==> src/supply_supervisor_pkg.sv <==
package supply_supervisor_pkg;

   // register offsets (byte addresses on the register port)
   localparam logic [7:0] BROWNOUT_CONTROL_OFS = 8'h18;
   localparam logic [7:0] POWERON_RESET_MASK_OFS = 8'h24;
   localparam logic [7:0] IRQ_STATUS_OFS = 8'h60;
   localparam logic [7:0] IRQ_ENABLE_OFS = 8'h64;
   localparam logic [7:0] IRQ_CLEAR_OFS = 8'h68;

   // brownout_control field positions
   localparam int THR_LO = 16;
   localparam int LVR_DG_LO = 12;
   localparam int BOD_DG_LO = 8;
   localparam int LVR_EN_BIT = 7;
   localparam int LEVEL_STATUS_BIT = 6;
   localparam int LOW_POWER_BIT = 5;
   localparam int FLAG_BIT = 4;
   localparam int RESET_MODE_BIT = 3;
   localparam int ENABLE_BIT = 0;

   // interrupt status / enable / clear layout
   localparam int IRQ_BOD_BIT = 0;
   localparam int IRQ_LVR_ARMED_BIT = 1;
   localparam int IRQ_POR_CANCEL_BIT = 2;
   localparam int IRQ_W = 3;

   // user configuration word positions
   localparam int CFG_THR_LO = 21;
   localparam int CFG_ENABLE_BIT = 23;
   localparam int CFG_RESET_MODE_BIT = 20;

   // values after reset of the fields not loaded from flash
   localparam logic [2:0] LVR_DG_RST = 3'h0;
   localparam logic [2:0] BOD_DG_RST = 3'h3;
   localparam logic LVR_EN_RST = 1'b1;
   localparam logic LOW_POWER_RST = 1'b0;
   localparam logic [15:0] POR_KEY_RST = 16'h0000;
   localparam logic [IRQ_W-1:0] IRQ_ENABLE_RST = 3'h1;

   localparam logic [15:0] POR_MASK_KEY = 16'h5aa5;

   // de-glitch: code 1 selects 4 cycles, each further code doubles
   localparam int DG_BASE_CYCLES = 4;
   localparam int DG_CNT_W = 9;

   // low-voltage reset settling delay
   localparam int CLK_PERIOD_NS = 10;
   localparam int LVR_SETTLE_NS = 200_000;
   localparam int LVR_SETTLE_CYC = (LVR_SETTLE_NS + CLK_PERIOD_NS - 1) / CLK_PERIOD_NS;

   localparam int RESET_SRC_W = 4;

endpackage

==> src/supply_supervisor_control.sv <==
// Functional notes
// - 3-bit threshold select in bits 18:16, driven to the analog detector.
// - threshold, enable and reset-mode load from the flash configuration word at reset.
// - low-voltage de-glitch: 0 bypasses, 1..7 need 4..256 clock cycles.
// - brown-out de-glitch: 0 samples on slow RC clock, 1..7 filter 4..256 cycles.
// - low-voltage reset enable at bit 7, on by default, resets chip below level.
// - low-voltage output ignored for 200 us after the enable is set.
// - bit 6 reads filtered below-threshold level, always 0 while detector disabled.
// - bit 5 selects detector low-power mode, 0 after reset.
// - flag at bit 4 sets on every crossing while enabled; interrupt requested in interrupt mode.
// - writing 1 to the flag clears it, writing 0 leaves it.
// - enabled and reset mode: chip reset requested while filtered level is below.
// - enabled and interrupt mode: interrupt held until flag cleared; disable blocks it.
// - enable bit 0 gates detector; off means no brown-out reset or interrupt.
// - configuration fields and power-on mask ignore writes unless unlocked.
// - power-on reset masked only while mask field holds 0x5AA5.
// - any other reset source cancels the power-on reset mask.
//
// The plain strobed port was left to the implementer.
module supply_supervisor_control
   import supply_supervisor_pkg::*;
#(
   parameter int LVR_SETTLE_CYCLES = LVR_SETTLE_CYC,
   parameter int SETTLE_CNT_W = 16
) (
   input wire logic CLK_IN,
   input wire logic RESETN_IN,
   input wire logic [7:0] ADDR_IN,
   input wire logic [31:0] WDATA_IN,
   input wire logic WR_IN,
   input wire logic RD_IN,
   output logic [31:0] RDATA_OUT,
   input wire logic PROTECT_UNLOCK_IN,
   input wire logic [31:0] USER_CONFIG_WORD_IN,
   input wire logic BOD_RAW_IN,
   input wire logic LVR_RAW_IN,
   input wire logic SLOW_RC_CLOCK_IN,
   input wire logic [RESET_SRC_W-1:0] RESET_SOURCES_IN,
   output logic [2:0] BOD_THRESHOLD_SEL_OUT,
   output logic BOD_ENABLE_OUT,
   output logic BOD_LOW_POWER_OUT,
   output logic LVR_ENABLE_OUT,
   output logic BOD_RESET_REQ_OUT,
   output logic LVR_RESET_REQ_OUT,
   output logic POR_MASK_OUT,
   output logic IRQ_OUT
);

   typedef struct packed {
      logic bod_s1;
      logic bod_s2;
      logic lvr_s1;
      logic lvr_s2;
      logic rc_s1;
      logic rc_s2;
      logic rc_s3;
      logic [RESET_SRC_W-1:0] src_s1;
      logic [RESET_SRC_W-1:0] src_s2;
      logic [2:0] thr;
      logic [2:0] lvr_dg;
      logic [2:0] bod_dg;
      logic lvr_en;
      logic low_power;
      logic flag;
      logic reset_mode;
      logic bod_en;
      logic [15:0] por_key;
      logic bod_filt;
      logic [DG_CNT_W-1:0] bod_cnt;
      logic lvr_filt;
      logic [DG_CNT_W-1:0] lvr_cnt;
      logic [SETTLE_CNT_W-1:0] settle_cnt;
      logic lvr_armed;
      logic [IRQ_W-1:0] irq_stat;
      logic [IRQ_W-1:0] irq_en;
      logic bod_rst;
      logic lvr_rst;
      logic por_mask;
      logic irq;
      logic [31:0] rdata;
   } state_t;

   state_t st_r;
   state_t st_nxt;

   // one filter step: returns {filtered level, counter}
   function automatic logic [DG_CNT_W:0] dg_step(input logic raw, input logic filt,
                                                 input logic [DG_CNT_W-1:0] cnt,
                                                 input logic [2:0] sel, input logic sample,
                                                 input logic bypass);
      logic [DG_CNT_W-1:0] last;
      last = DG_CNT_W'((DG_BASE_CYCLES << (sel - 3'h1)) - 1);
      if (sel == 3'h0) begin
         if (bypass) begin
            dg_step = {raw, {DG_CNT_W{1'b0}}};
         end else begin
            dg_step = {(sample ? raw : filt), {DG_CNT_W{1'b0}}};
         end
      end else if (raw == filt) begin
         // a return to the old level restarts the count
         dg_step = {filt, {DG_CNT_W{1'b0}}};
      end else if (cnt == last) begin
         dg_step = {raw, {DG_CNT_W{1'b0}}};
      end else begin
         dg_step = {filt, DG_CNT_W'(cnt + 1'b1)};
      end
   endfunction

   logic wr_ctl;
   logic wr_por;
   logic wr_prot;
   logic rc_edge;
   logic flag_set;
   logic flag_clr;
   logic cancel;
   logic [DG_CNT_W:0] bod_step;
   logic [DG_CNT_W:0] lvr_step;

   always_comb begin
      st_nxt = st_r;
      wr_prot = WR_IN & PROTECT_UNLOCK_IN;
      wr_ctl = WR_IN & (ADDR_IN == BROWNOUT_CONTROL_OFS);
      wr_por = wr_prot & (ADDR_IN == POWERON_RESET_MASK_OFS);
      // synchronisers: first stages feed only second stages
      st_nxt.bod_s1 = BOD_RAW_IN;
      st_nxt.bod_s2 = st_r.bod_s1;
      st_nxt.lvr_s1 = LVR_RAW_IN;
      st_nxt.lvr_s2 = st_r.lvr_s1;
      st_nxt.rc_s1 = SLOW_RC_CLOCK_IN;
      st_nxt.rc_s2 = st_r.rc_s1;
      st_nxt.rc_s3 = st_r.rc_s2;
      st_nxt.src_s1 = RESET_SOURCES_IN;
      st_nxt.src_s2 = st_r.src_s1;
      rc_edge = st_r.rc_s2 & ~st_r.rc_s3;

      // protected configuration, then the unprotected interrupt enable write
      if (wr_ctl & PROTECT_UNLOCK_IN) begin
         st_nxt.thr = WDATA_IN[THR_LO +: 3];
         st_nxt.lvr_dg = WDATA_IN[LVR_DG_LO +: 3];
         st_nxt.bod_dg = WDATA_IN[BOD_DG_LO +: 3];
         st_nxt.lvr_en = WDATA_IN[LVR_EN_BIT];
         st_nxt.low_power = WDATA_IN[LOW_POWER_BIT];
         st_nxt.reset_mode = WDATA_IN[RESET_MODE_BIT];
         st_nxt.bod_en = WDATA_IN[ENABLE_BIT];
      end
      if (WR_IN & (ADDR_IN == IRQ_ENABLE_OFS)) begin
         st_nxt.irq_en = WDATA_IN[IRQ_W-1:0];
      end

      // de-glitch filters; the slow RC clock is only sampled, never used as a clock
      bod_step = dg_step(st_r.bod_s2, st_r.bod_filt, st_r.bod_cnt, st_r.bod_dg, rc_edge,
                         1'b0);
      lvr_step = dg_step(st_r.lvr_s2, st_r.lvr_filt, st_r.lvr_cnt, st_r.lvr_dg, 1'b1,
                         1'b1);
      st_nxt.bod_filt = bod_step[DG_CNT_W];
      st_nxt.bod_cnt = bod_step[DG_CNT_W-1:0];
      st_nxt.lvr_filt = lvr_step[DG_CNT_W];
      st_nxt.lvr_cnt = lvr_step[DG_CNT_W-1:0];

      // flag: crossing in either direction; a set in the clearing cycle wins
      flag_set = st_r.bod_en & (st_nxt.bod_filt != st_r.bod_filt);
      flag_clr = (wr_ctl & WDATA_IN[FLAG_BIT]) |
                 (WR_IN & (ADDR_IN == IRQ_CLEAR_OFS) & WDATA_IN[IRQ_BOD_BIT]);
      if (flag_set) begin
         st_nxt.flag = 1'b1;
      end else if (flag_clr) begin
         st_nxt.flag = 1'b0;
      end

      // low-voltage reset settling after the enable rises
      if (~st_nxt.lvr_en) begin
         st_nxt.lvr_armed = 1'b0;
         st_nxt.settle_cnt = '0;
      end else if (~st_r.lvr_en) begin
         st_nxt.lvr_armed = 1'b0;
         st_nxt.settle_cnt = '0;
      end else if (~st_r.lvr_armed) begin
         if (st_r.settle_cnt == SETTLE_CNT_W'(LVR_SETTLE_CYCLES - 1)) begin
            st_nxt.lvr_armed = 1'b1;
         end else begin
            st_nxt.settle_cnt = SETTLE_CNT_W'(st_r.settle_cnt + 1'b1);
         end
      end

      // reset requests
      st_nxt.bod_rst = st_nxt.bod_en & st_nxt.reset_mode & st_nxt.bod_filt;
      st_nxt.lvr_rst = st_nxt.lvr_en & st_nxt.lvr_armed & st_nxt.lvr_filt;

      // power-on reset mask: other reset sources override a same-cycle write
      cancel = (|st_r.src_s2) | st_r.bod_rst | st_r.lvr_rst;
      if (cancel) begin
         st_nxt.por_key = POR_KEY_RST;
      end else if (wr_por) begin
         st_nxt.por_key = WDATA_IN[15:0];
      end
      st_nxt.por_mask = (st_nxt.por_key == POR_MASK_KEY);

      // sticky events
      if (WR_IN & (ADDR_IN == IRQ_CLEAR_OFS)) begin
         st_nxt.irq_stat = st_r.irq_stat & ~WDATA_IN[IRQ_W-1:0];
      end
      if (st_nxt.lvr_armed & ~st_r.lvr_armed) begin
         st_nxt.irq_stat[IRQ_LVR_ARMED_BIT] = 1'b1;
      end
      if (cancel & st_r.por_mask) begin
         st_nxt.irq_stat[IRQ_POR_CANCEL_BIT] = 1'b1;
      end
      st_nxt.irq_stat[IRQ_BOD_BIT] = 1'b0;
      // brown-out interrupt only in interrupt mode and while enabled
      st_nxt.irq = (st_nxt.flag & st_nxt.irq_en[IRQ_BOD_BIT] & st_nxt.bod_en &
                    ~st_nxt.reset_mode) |
                   (|(st_nxt.irq_stat & st_nxt.irq_en));

      // read data stand only in the cycle after the strobe
      st_nxt.rdata = '0;
      if (RD_IN) begin
         case (ADDR_IN)
            BROWNOUT_CONTROL_OFS: begin
               st_nxt.rdata[THR_LO +: 3] = st_r.thr;
               st_nxt.rdata[LVR_DG_LO +: 3] = st_r.lvr_dg;
               st_nxt.rdata[BOD_DG_LO +: 3] = st_r.bod_dg;
               st_nxt.rdata[LVR_EN_BIT] = st_r.lvr_en;
               st_nxt.rdata[LEVEL_STATUS_BIT] = st_r.bod_en & st_r.bod_filt;
               st_nxt.rdata[LOW_POWER_BIT] = st_r.low_power;
               st_nxt.rdata[FLAG_BIT] = st_r.flag;
               st_nxt.rdata[RESET_MODE_BIT] = st_r.reset_mode;
               st_nxt.rdata[ENABLE_BIT] = st_r.bod_en;
            end
            POWERON_RESET_MASK_OFS: begin
               st_nxt.rdata[15:0] = st_r.por_key;
            end
            IRQ_STATUS_OFS: begin
               st_nxt.rdata[IRQ_W-1:0] = st_r.irq_stat;
               st_nxt.rdata[IRQ_BOD_BIT] = st_r.flag;
            end
            IRQ_ENABLE_OFS: begin
               st_nxt.rdata[IRQ_W-1:0] = st_r.irq_en;
            end
            default: begin
               st_nxt.rdata = '0;
            end
         endcase
      end

      if (~RESETN_IN) begin
         st_nxt = '0;
         // reset is synchronous, so the flash word is caught by the clock edge
         st_nxt.thr = USER_CONFIG_WORD_IN[CFG_THR_LO +: 3];
         st_nxt.bod_en = USER_CONFIG_WORD_IN[CFG_ENABLE_BIT];
         st_nxt.reset_mode = USER_CONFIG_WORD_IN[CFG_RESET_MODE_BIT];
         st_nxt.lvr_dg = LVR_DG_RST;
         st_nxt.bod_dg = BOD_DG_RST;
         st_nxt.lvr_en = LVR_EN_RST;
         st_nxt.low_power = LOW_POWER_RST;
         st_nxt.por_key = POR_KEY_RST;
         st_nxt.irq_en = IRQ_ENABLE_RST;
      end
   end

   always_ff @(posedge CLK_IN) begin
      st_r <= st_nxt;
   end

   assign RDATA_OUT = st_r.rdata;
   assign BOD_THRESHOLD_SEL_OUT = st_r.thr;
   assign BOD_ENABLE_OUT = st_r.bod_en;
   assign BOD_LOW_POWER_OUT = st_r.low_power;
   assign LVR_ENABLE_OUT = st_r.lvr_en;
   assign BOD_RESET_REQ_OUT = st_r.bod_rst;
   assign LVR_RESET_REQ_OUT = st_r.lvr_rst;
   assign POR_MASK_OUT = st_r.por_mask;
   assign IRQ_OUT = st_r.irq;

   logic ctl_wr_ok;
   logic ctl_wr_locked;
   assign ctl_wr_ok = WR_IN & PROTECT_UNLOCK_IN & (ADDR_IN == BROWNOUT_CONTROL_OFS);
   assign ctl_wr_locked = WR_IN & ~PROTECT_UNLOCK_IN & (ADDR_IN == BROWNOUT_CONTROL_OFS);
endmodule

==> config.mk <==
export PLATFORM = sky130hd
export DESIGN_NAME = supply_supervisor_control
export DESIGN_NICKNAME = d
export VERILOG_FILES = /design/src/supply_supervisor_pkg.sv /design/src/supply_supervisor_control.sv
export SDC_FILE = /design/constraint.sdc
export NUM_CORES = 1
export LEC_CHECK = 0
export BUFFER_PORTS_ARGS = -buffer_cell sky130_fd_sc_hd__buf_2
export CAP_MARGIN = 20
export CORE_MARGIN = 4
export CORE_UTILIZATION = 35
export CTS_CLUSTER_DIAMETER = 200
export DETAILED_ROUTE_END_ITERATION = 10
export MAX_ROUTING_LAYER = met4
export SLEW_MARGIN = 25
export SYNTH_ARGS = -nofsm -noshare
export SYNTH_HDL_FRONTEND = slang
export SYNTH_SLANG_ARGS = --single-unit
==> constraint.sdc <==
create_clock -name CLK_IN -period 5.8 [get_ports CLK_IN]
set_clock_uncertainty 0.1 [all_clocks]
set_input_delay 0.29 -clock CLK_IN [delete_from_list [all_inputs] [get_ports CLK_IN]]
set_output_delay 0.29 -clock CLK_IN [all_outputs]
set_load 0.01 [all_outputs]
After elaboration in Yosys (flattened, before gate mapping):

Cells that the tools add are included.

* output and inout bits: 42
* bits of input ports: 84
* flip-flop bits (word level): 124
* logic and storage cells: 131

* bitwise gates (word level): 32
* mux-type cells: 31
* shift-type cells: 2
* reduce and logical (&&, ||, !) cells: 11
* add/sub/neg operators: 7
* eq/ne operators: 13

Operator list (count)
* $mux W109: 1
* $mux W10: 6
* $mux W17: 3
* $mux W16: 3
* $eq A16 B15 Y1 const B: 2
* $eq A8 B7 Y1 const B: 3
* $and A1 B1 Y1: 20
* $mux W19: 1
* $add A9 B1 Y9 const B: 2
* $eq A9 B9 Y1: 2
* $shl A3 B3 Y9 const A: 2
* $sub A9 B2 Y9 const B: 2
* $add A16 B1 Y16 const B: 1
* $pmux W8 S2: 1
* $reduce_or A4 Y1: 3
* $mux W11: 1
* $mux W3: 3
* $reduce_and A3 Y1: 3
* $eq A8 B5 Y1 const B: 1
* $eq A8 B6 Y1 const B: 1
* $mux W1: 8
* $and A3 B3 Y3: 2
* $logic_not A3 Y1: 2
* $pmux W2 S3: 1
* 12 further kinds: 22

Depth between registers and ports, before layout:

Gate-level depths: netlist of the first run.

* depth after elaboration: 15
* depth in mapped cells: 14
* depth with buffers taken out: 11

Worst setup path after synthesis of the first run:

OpenSTA, ideal clock, no wires.

* kind: reg-to-reg
* start: reg st_r[100] (netlist bit)
* end: reg st_r, in the netlist BOD_RESET_REQ_OUT
* required time: 5628 ps
* cell stages (with the launch flop): 14
* slack: 2701 ps
* buffers on the path: 2
* arrival time: 2927 ps
* library setup time: 72 ps
* period minus slack after synthesis: 3099 ps
* path through: dfxtp_1 buf_6 nor2_1 ha_1 buf_6 nand2_4 or2_2 ha_1 or3b_1 a211oi_1 a211oi_1 a221oi_2 mux2_2 mux2i_1

* cells in the longest elaborated chain, start to end: 8
* elaborated cells on any way between the ends: 9
* those cells by class: 2 x add/sub; 1 x eq/ne; 1 x shift; 3 x mux; 1 x bitwise; 1 x reduce/logical

RTL lines
* from (decl): RTL line supply_supervisor_control.sv:83 `state_t st_r;`
* from (signal assigned): RTL line supply_supervisor_control.sv:261 `st_r <= st_nxt;`
* $sub A3 B1 Y3: RTL line supply_supervisor_control.sv:92 `last = DG_CNT_W'((DG_BASE_CYCLES << (sel - 3'h1)) - 1);`
* $shl A3 B3 Y9: RTL line supply_supervisor_control.sv:92
* $sub A9 B2 Y9: RTL line supply_supervisor_control.sv:92
* $eq A9 B9 Y1: RTL line supply_supervisor_control.sv:102 `end else if (cnt == last) begin`
* $mux W10: RTL line supply_supervisor_control.sv:102
* $mux W10: RTL line supply_supervisor_control.sv:99 `end else if (raw == filt) begin`
* $mux W10 *: RTL line supply_supervisor_control.sv:93 `if (sel == 3'h0) begin`
* $and A1 B1 Y1 *: RTL line supply_supervisor_control.sv:186 `st_nxt.bod_rst = st_nxt.bod_en & st_nxt.reset_mode & st_nxt.bod_filt;`

Mark *: on every way between the ends. The rest lies on a longest branch, timed or not.
A chain may end at the register's enable or synchronous reset.

Worst setup path in the final report of the first run:

Same ends and word-level chain as after synthesis.

==> results of run 1 <==
## layout by cell type (no fill, tap or decap), types with 7 or more instances in the layout
| cell type | synthesis | layout |
|---|---|---|
| sky130_fd_sc_hd__ha_1 | 7 | 7 |
| sky130_fd_sc_hd__clkbuf_16 | 0 | 9 |
| sky130_fd_sc_hd__inv_1 | 13 | 13 |
| sky130_fd_sc_hd__nand2_1 | 67 | 67 |
| sky130_fd_sc_hd__nor3_1 | 7 | 7 |
| sky130_fd_sc_hd__xor2_1 | 25 | 25 |
| sky130_fd_sc_hd__xnor2_1 | 15 | 15 |
| sky130_fd_sc_hd__conb_1 | 1 | 13 |
| sky130_fd_sc_hd__nor2_1 | 54 | 54 |
| sky130_fd_sc_hd__and2_1 | 24 | 24 |
| sky130_fd_sc_hd__a21oi_1 | 27 | 27 |
| sky130_fd_sc_hd__nor2b_1 | 11 | 10 |
| sky130_fd_sc_hd__nand4_1 | 14 | 14 |
| sky130_fd_sc_hd__a22o_1 | 10 | 10 |
| sky130_fd_sc_hd__o21ai_0 | 11 | 11 |
| sky130_fd_sc_hd__nand3_1 | 20 | 20 |
| sky130_fd_sc_hd__mux2i_1 | 18 | 18 |
| sky130_fd_sc_hd__buf_2 | 10 | 71 |
| sky130_fd_sc_hd__dfxtp_1 | 107 | 107 |
## flip-flops by register name, summed over array words and instances (netlist names)
name                   cells
BOD_ENABLE_OUT             1
BOD_LOW_POWER_OUT          1
BOD_RESET_REQ_OUT          1
BOD_THRESHOLD_SEL_OUT      3
IRQ_OUT                    1
LVR_ENABLE_OUT             1
LVR_RESET_REQ_OUT          1
POR_MASK_OUT               1
RDATA_OUT                 19
st_r                      81
## routing by layer
layer / track usage [%] / part of all wire, %
met3: 4.83 / 7.9
met2: 22.3 / 46
met4: 5.13 / 1.8
met5: - / 0
met1: 18.0 / 44
## logic make-up after synthesis
group,after synthesis,synth area share (%)
compound gates,79,10.1
xor+xnor,40,6.71
fa+ha+maj,7,1.68
buf+inv,72,8.83
flops,110,42.8
mux,20,3.88
other cells,1,0.0719
simple gates,252,25.9
## power by group through the flow
stage | registers (uW) | logic, uW | clock network [uW]
finish | 775 | 67.6 | 666
global route | 776 | 75.5 | 719
CTS | 775 | 68.0 | 685
detailed placement | 792 | 67.7 | 0
global placement | 792 | 66.4 | 0
floorplan | 791 | 44.9 | 0
## worst max-delay path, cell delays in order (launching register included)
cell	delay, ns
sky130_fd_sc_hd__dfxtp_1	0.63
sky130_fd_sc_hd__nor2_1	0.10
sky130_fd_sc_hd__ha_1	0.57
sky130_fd_sc_hd__nand2_4	0.08
sky130_fd_sc_hd__or2_2	0.29
sky130_fd_sc_hd__ha_1	0.29
sky130_fd_sc_hd__or3b_1	0.39
sky130_fd_sc_hd__a211oi_1	0.26
sky130_fd_sc_hd__a211oi_1	0.10
sky130_fd_sc_hd__a221oi_2	0.33
sky130_fd_sc_hd__mux2_2	0.25
sky130_fd_sc_hd__mux2i_1	0.19
## worst paths after layout
kind,startpoint,end,slack (ns),depth (start not counted)
setup / recovery,st_r[100],BOD_RESET_REQ_OUT,2.13,11
hold / removal,RESET_SOURCES_IN[0],st_r[113],0.05,2
setup reg to reg,st_r[100],BOD_RESET_REQ_OUT,2.13,11
hold reg to reg,st_r[115],st_r[111],0.33,1
## cells in the mapped netlist, types with 3 or more instances
master	count	area [um^2]
sky130_fd_sc_hd__buf_2	10	50.1
sky130_fd_sc_hd__a22oi_1	3	22.5
sky130_fd_sc_hd__clkbuf_1	7	26.3
sky130_fd_sc_hd__nor3b_1	6	45.0
sky130_fd_sc_hd__nand3b_1	3	22.5
sky130_fd_sc_hd__dfxtp_1	107	2140
sky130_fd_sc_hd__o22ai_1	4	25.0
sky130_fd_sc_hd__buf_4	38	285
sky130_fd_sc_hd__xnor2_1	15	131
sky130_fd_sc_hd__a21oi_1	27	135
sky130_fd_sc_hd__a31oi_1	4	25.0
sky130_fd_sc_hd__nor2b_1	11	68.8
sky130_fd_sc_hd__nor4bb_1	3	30.0
sky130_fd_sc_hd__mux2i_1	18	180
sky130_fd_sc_hd__nand3_1	20	100
sky130_fd_sc_hd__xor2_1	25	219
sky130_fd_sc_hd__edfxtp_1	3	90.1
sky130_fd_sc_hd__nor2_1	54	203
sky130_fd_sc_hd__nand2_1	67	251
sky130_fd_sc_hd__a211oi_1	4	30.0
sky130_fd_sc_hd__nor3_1	7	35.0
sky130_fd_sc_hd__inv_1	13	48.8
sky130_fd_sc_hd__and3b_1	3	26.3
sky130_fd_sc_hd__ha_1	7	87.6
sky130_fd_sc_hd__and4_1	3	26.3
sky130_fd_sc_hd__nand2b_1	3	18.8
sky130_fd_sc_hd__o21ai_0	11	55.1
sky130_fd_sc_hd__and2_1	24	150
sky130_fd_sc_hd__o211ai_1	3	22.5
sky130_fd_sc_hd__a22o_1	10	87.6
sky130_fd_sc_hd__nand4_1	14	87.6
sky130_fd_sc_hd__and3_1	6	37.5
## through the flow
step	hold WS [ns]	instance area (um^2)	setup slack (ns)
after detailed placement	0.320	5470	2.16
after CTS	0.0323	5790	2.13
after global placement	0.320	5470	2.32
after floorplan	0.312	5260	2.70
final	0.0457	5800	2.13
after global routing	0.0389	5800	1.81
## cell type report
| class | count | area [um^2] | share of cell area (%) |
|---|---|---|---|
| clock inverter | 6 | 83.8 | 1.44 |
| tap | 184 | 230 | 3.97 |
| inverter | 13 | 48.8 | 0.841 |
| clock buffer | 10 | 239 | 4.12 |
| sequential | 110 | 2230 | 38.5 |
| timing repair buffer | 75 | 385 | 6.64 |
| multi-input combinational | 411 | 2570 | 44.3 |
| antenna | 5 | 12.5 | 0.216 |
==> results_dict.tcl, run 1 <==
set metrics [dict create \
    ys.flop_type "sky130_fd_sc_hd__dfxtp_1" \
    syn_avg_cell_area_um2 8.98 \
    synth-seq-area-share_pct 42.8 \
    synthesis.area_um2 5220 \
    cellInternalPower_uw 1180 \
    routed-via-count 4057 \
    cts_setup_buffers 0 \
    finalCritPeriodShare_pct 63.3 \
    drc 0 \
    power.share.clock_pct 44.2 \
    critical_path_class "flip-flop to flip-flop" \
    fmaxAchievable_ghz 0.272 \
    ys_warn_count 0 \
    coreArea_um2 14600 \
    period_needed_ns 3.67 \
    ratio_of_routed_vias_to_standard_cells 4.98 \
    number_of_search_and_repair_iterations_in_the_first_detailed_routing_pass 4 \
    drv_cap 0 \
    cts_hold_buf 0 \
    timing.critical_path.fanout_max 14 \
    power.switching_fraction_pct 21.5 \
    dp_cells 793 \
    yosys.cell_types.count 68 \
    drtIter0Drc 221 \
    synth-edff-count 3 \
    relSlewSlack_pct 47.1 \
    clock_tree.buffer_depth 2 \
    max-vdd-ir-drop_v 0.000153 \
    final_util_pct 39.8 \
    detail_route.wirelength_um 11700 \
    pwr-share-seq_pct 51.4 \
    worst_pin_slew_ns 0.791 \
    cp_data_arrival_time_ns 3.85 \
    leakagePower_uw 0.00232 \
    die_span_in_x_um 130 \
    insertion_delay_ns 0.35 \
    post_cts_resized 0 \
    async_flop_share_pct 0 \
    finish.cell_count_without_fillers 814 \
    numCtsBuffers 9 \
    synthToLayoutAreaGrowth_pct 11.2 \
    design_power_total_uw 1510 \
    initial_utilization_pct 35.8 \
    critPathCaptureType "flip-flop" \
    comb_pwr_share_pct 4.5 \
    ctsRootBufferMaster "sky130_fd_sc_hd__clkbuf_16" \
    first_global_vias 3808 \
    finish.net_count 711 \
    powerDensity_nw_per_um2 260 \
    final_hold_viol_count 0 \
    final_hpwl_from_detailed_placement_um 8710 \
    cts.clk_slew.worst_paths_ns 0.07 \
    io_buffers 71 \
    tritoncts "built" \
    hp-class "primary input to flip-flop" \
    largest_net_degree_at_the_start_of_global_routing 55 \
    share_of_layout_cells_above_drive_strength_1_pct 17.8 \
    top_ports 126 \
    htree_num_levels 3 \
    globalplace.congestion 0.862 \
    fp.dieH_um 130 \
    die_area_um2 16900 \
    setup-tns-final_ns 0 \
    floorplan.rows 44 \
    postSynthCellCount 581 \
    drv_slew 0 \
    p_sw_uw 324 \
    wire_length_of_the_first_global_routing_pass_um 18800 \
    outcome "completed" \
    grt_setup_unrepaired "no" \
    required_ns 5.98 \
    gr-usage-all-layers_pct 14.6 \
    fillers 1480 \
    gr-total-overflow 0 \
    final_antenna_net_count 0 \
    synth-seq-cells 110 \
    setup_violation_total_in_the_final_timing_report 0 \
    clkSinkCount 110 \
    cp-start-kind "flip-flop" \
    wl_per_cell_um 14.4 \
    grt_antenna_before_repair 5 \
]
(Power assumes the default switching activity.)
==> run 2: changes to the inputs <==
==> constraint.sdc (replaced) <==
create_clock -name CLK_IN -period 3.65 [get_ports CLK_IN]
set_clock_uncertainty 0.1 [all_clocks]
set_input_delay 0.1825 -clock CLK_IN [delete_from_list [all_inputs] [get_ports CLK_IN]]
set_output_delay 0.1825 -clock CLK_IN [all_outputs]
set_load 0.01 [all_outputs]
==> run 2 against run 1 <==
Critical path depth did not move. Via count rose by 0.69%. Global-route usage rose by 0.40 points. Sequential share of layout area fell by 0.93 points. First-iteration DRC count rose by 6.3%.
==> results_dict.tcl, run 2 (synthesis gave the netlist of run 1 again) <==
set metrics [dict create \
    outcome "completed" \
    critPathCaptureType "flip-flop" \
    first_global_vias 3969 \
    die_span_in_x_um 130 \
    drc 0 \
    multi_input_comb_area_um2 2570 \
    timing.critical_path.fanout_max 8 \
    area_taken_by_flip_flops_and_latches_um2 2230 \
    fillers 1445 \
    routed-via-count 4085 \
    powerDensity_nw_per_um2 391 \
    drv_cap 0 \
    cts_hold_buf 13 \
    critical_path_class "flip-flop to flip-flop" \
    max-vdd-ir-drop_v 0.000227 \
    drv_slew 0 \
    grt_setup_unrepaired "no" \
    numCtsBuffers 9 \
    wire_length_of_the_first_global_routing_pass_um 19400 \
    finalCritPeriodShare_pct 84.9 \
    top_ports 126 \
    launch_instance_of_the_worst_register_to_register_path "st_r[102]" \
    gr-usage-all-layers_pct 15.0 \
    fmaxAchievable_ghz 0.323 \
    setup_violation_total_in_the_final_timing_report 0 \
    die_area_um2 16900 \
    gr-total-overflow 0 \
    insertion_delay_ns 0.36 \
    fin_hold_ws_ns 0.00842 \
    tritoncts "built" \
    post_cts_resized 0 \
    min-delay-start "WDATA_IN[15]" \
    final_util_pct 40.8 \
    mostFrequentLayoutCells "107 x sky130_fd_sc_hd__dfxtp_1, 71 x sky130_fd_sc_hd__buf_2, 67 x sky130_fd_sc_hd__nand2_1, 54 x sky130_fd_sc_hd__nor2_1, 27 x sky130_fd_sc_hd__a21oi_1" \
    ctsRootBufferMaster "sky130_fd_sc_hd__clkbuf_16" \
    share_of_layout_cells_above_drive_strength_1_pct 17.9 \
    setup-tns-final_ns 0 \
    number_of_flip_flops_in_the_largest_register 81 \
    worstHoldEndpoint "st_r[94]" \
    required_ns 3.83 \
    ratio_of_routed_vias_to_standard_cells 4.92 \
    globalplace.congestion 0.860 \
    cp_data_arrival_time_ns 3.28 \
    cts_setup_buffers 0 \
    fp.dieH_um 130 \
    design_power_total_uw 2330 \
    grt_antenna_before_repair 2 \
    final_antenna_net_count 0 \
    final_hold_viol_count 0 \
    io_buffers 71 \
    hp-class "primary input to flip-flop" \
    synthToLayoutAreaGrowth_pct 14.0 \
    layout_commonest_cell "sky130_fd_sc_hd__dfxtp_1" \
    cp-start-kind "flip-flop" \
    largest_net_degree_at_the_start_of_global_routing 34 \
    worstReg2RegEnd "st_r[78]" \
    htree_num_levels 3 \
    timing.reg2reg.setup_slack_ns 0.55 \
    coreArea_um2 14600 \
    relSlewSlack_pct 46.6 \
    wl_per_cell_um 14.4 \
    dpl_worst_slack_ns 0.536 \
    leakagePower_uw 0.00239 \
    final_critical_path_setup_slack_ns 0.552 \
    detail_route.wirelength_um 12000 \
    drtIter0Drc 235 \
    period_needed_ns 3.10 \
    cts.clk_slew.worst_paths_ns 0.07 \
    number_of_search_and_repair_iterations_in_the_first_detailed_routing_pass 4 \
    clkSinkCount 110 \
    regMostFlops "st_r" \
    initial_utilization_pct 35.8 \
    final_hpwl_from_detailed_placement_um 8980 \
    timing.reg2reg.worst_path_depth 11 \
    clock_tree.buffer_depth 2 \
    finish.net_count 731 \
    floorplan.rows 44 \
    worst_pin_slew_ns 0.798 \
    hold_depth 3 \
]
[run 2: cell count changes in the layout (fill, tap and decap cells not counted)]
cell	delta
sky130_fd_sc_hd__diode_2	-2
sky130_fd_sc_hd__dlygate4sd3_1	+13
sky130_fd_sc_hd__clkbuf_1	+1
sky130_fd_sc_hd__nor2b_1	+1
sky130_fd_sc_hd__bufinv_16	-1
sky130_fd_sc_hd__buf_4	+7
sky130_fd_sc_hd__inv_6	-1
sky130_fd_sc_hd__nor2b_2	-1
sky130_fd_sc_hd__clkinv_2	-1
sky130_fd_sc_hd__clkinv_4	+1
[run 2: worst max path at each step]
| stage | start | to |
|---|---|---|
| after CTS | st_r[102] | st_r[78] |
| final | st_r[102] | st_r[78] |
| after global routing | st_r[102] | st_r[78] |
| after detailed placement | st_r[102] | st_r[78] |
| after global placement | st_r[102] | BOD_RESET_REQ_OUT |
| after floorplan | st_r[100] | BOD_RESET_REQ_OUT |
[run 2: worst max-delay path, cell delays in order (launching register included)]
cell                       delay [ns]
sky130_fd_sc_hd__dfxtp_1         0.36
sky130_fd_sc_hd__inv_1           0.07
sky130_fd_sc_hd__ha_1            0.34
sky130_fd_sc_hd__nand2_4         0.06
sky130_fd_sc_hd__or2_2           0.27
sky130_fd_sc_hd__ha_1            0.28
sky130_fd_sc_hd__or3b_1          0.39
sky130_fd_sc_hd__a211oi_1        0.28
sky130_fd_sc_hd__a211oi_1        0.10
sky130_fd_sc_hd__a221oi_2        0.32
sky130_fd_sc_hd__mux2_2          0.25
sky130_fd_sc_hd__mux2i_1         0.18
[run 2: power by group]
part	internal, uW	switching [uW]	total, uW
Combinational	51.0	67.5	119
Clock	546	430	977
Sequential	1220	10.1	1230
Total	1820	508	2330
[run 2: layout make-up]
class / instances / share of cell area [%]
sequential: 110 / 37.5
inverter: 13 / 0.820
multi-input combinational: 411 / 43.2
clock buffer: 11 / 4.08
clock inverter: 4 / 0.820
antenna: 3 / 0.126
timing repair buffer: 95 / 9.55
tap: 184 / 3.87
[run 2: routing by layer]
| metal | global-route usage [%] | vias up | routed length [um] |
|---|---|---|---|
| li1 | - | 2072 | - |
| met1 | 18.1 | 1915 | 5380 |
| met2 | 24.3 | 94 | 5750 |
| met3 | 4.50 | 4 | 778 |
| met4 | 3.85 | 0 | 97 |
| met5 | - | - | 0 |
[run 2: through the flow]
step,std cells,area (um^2)
after CTS,828,5940
after global placement,800,5520
final,831,5950
after floorplan,593,5260
after detailed placement,800,5520
after global routing,830,5950
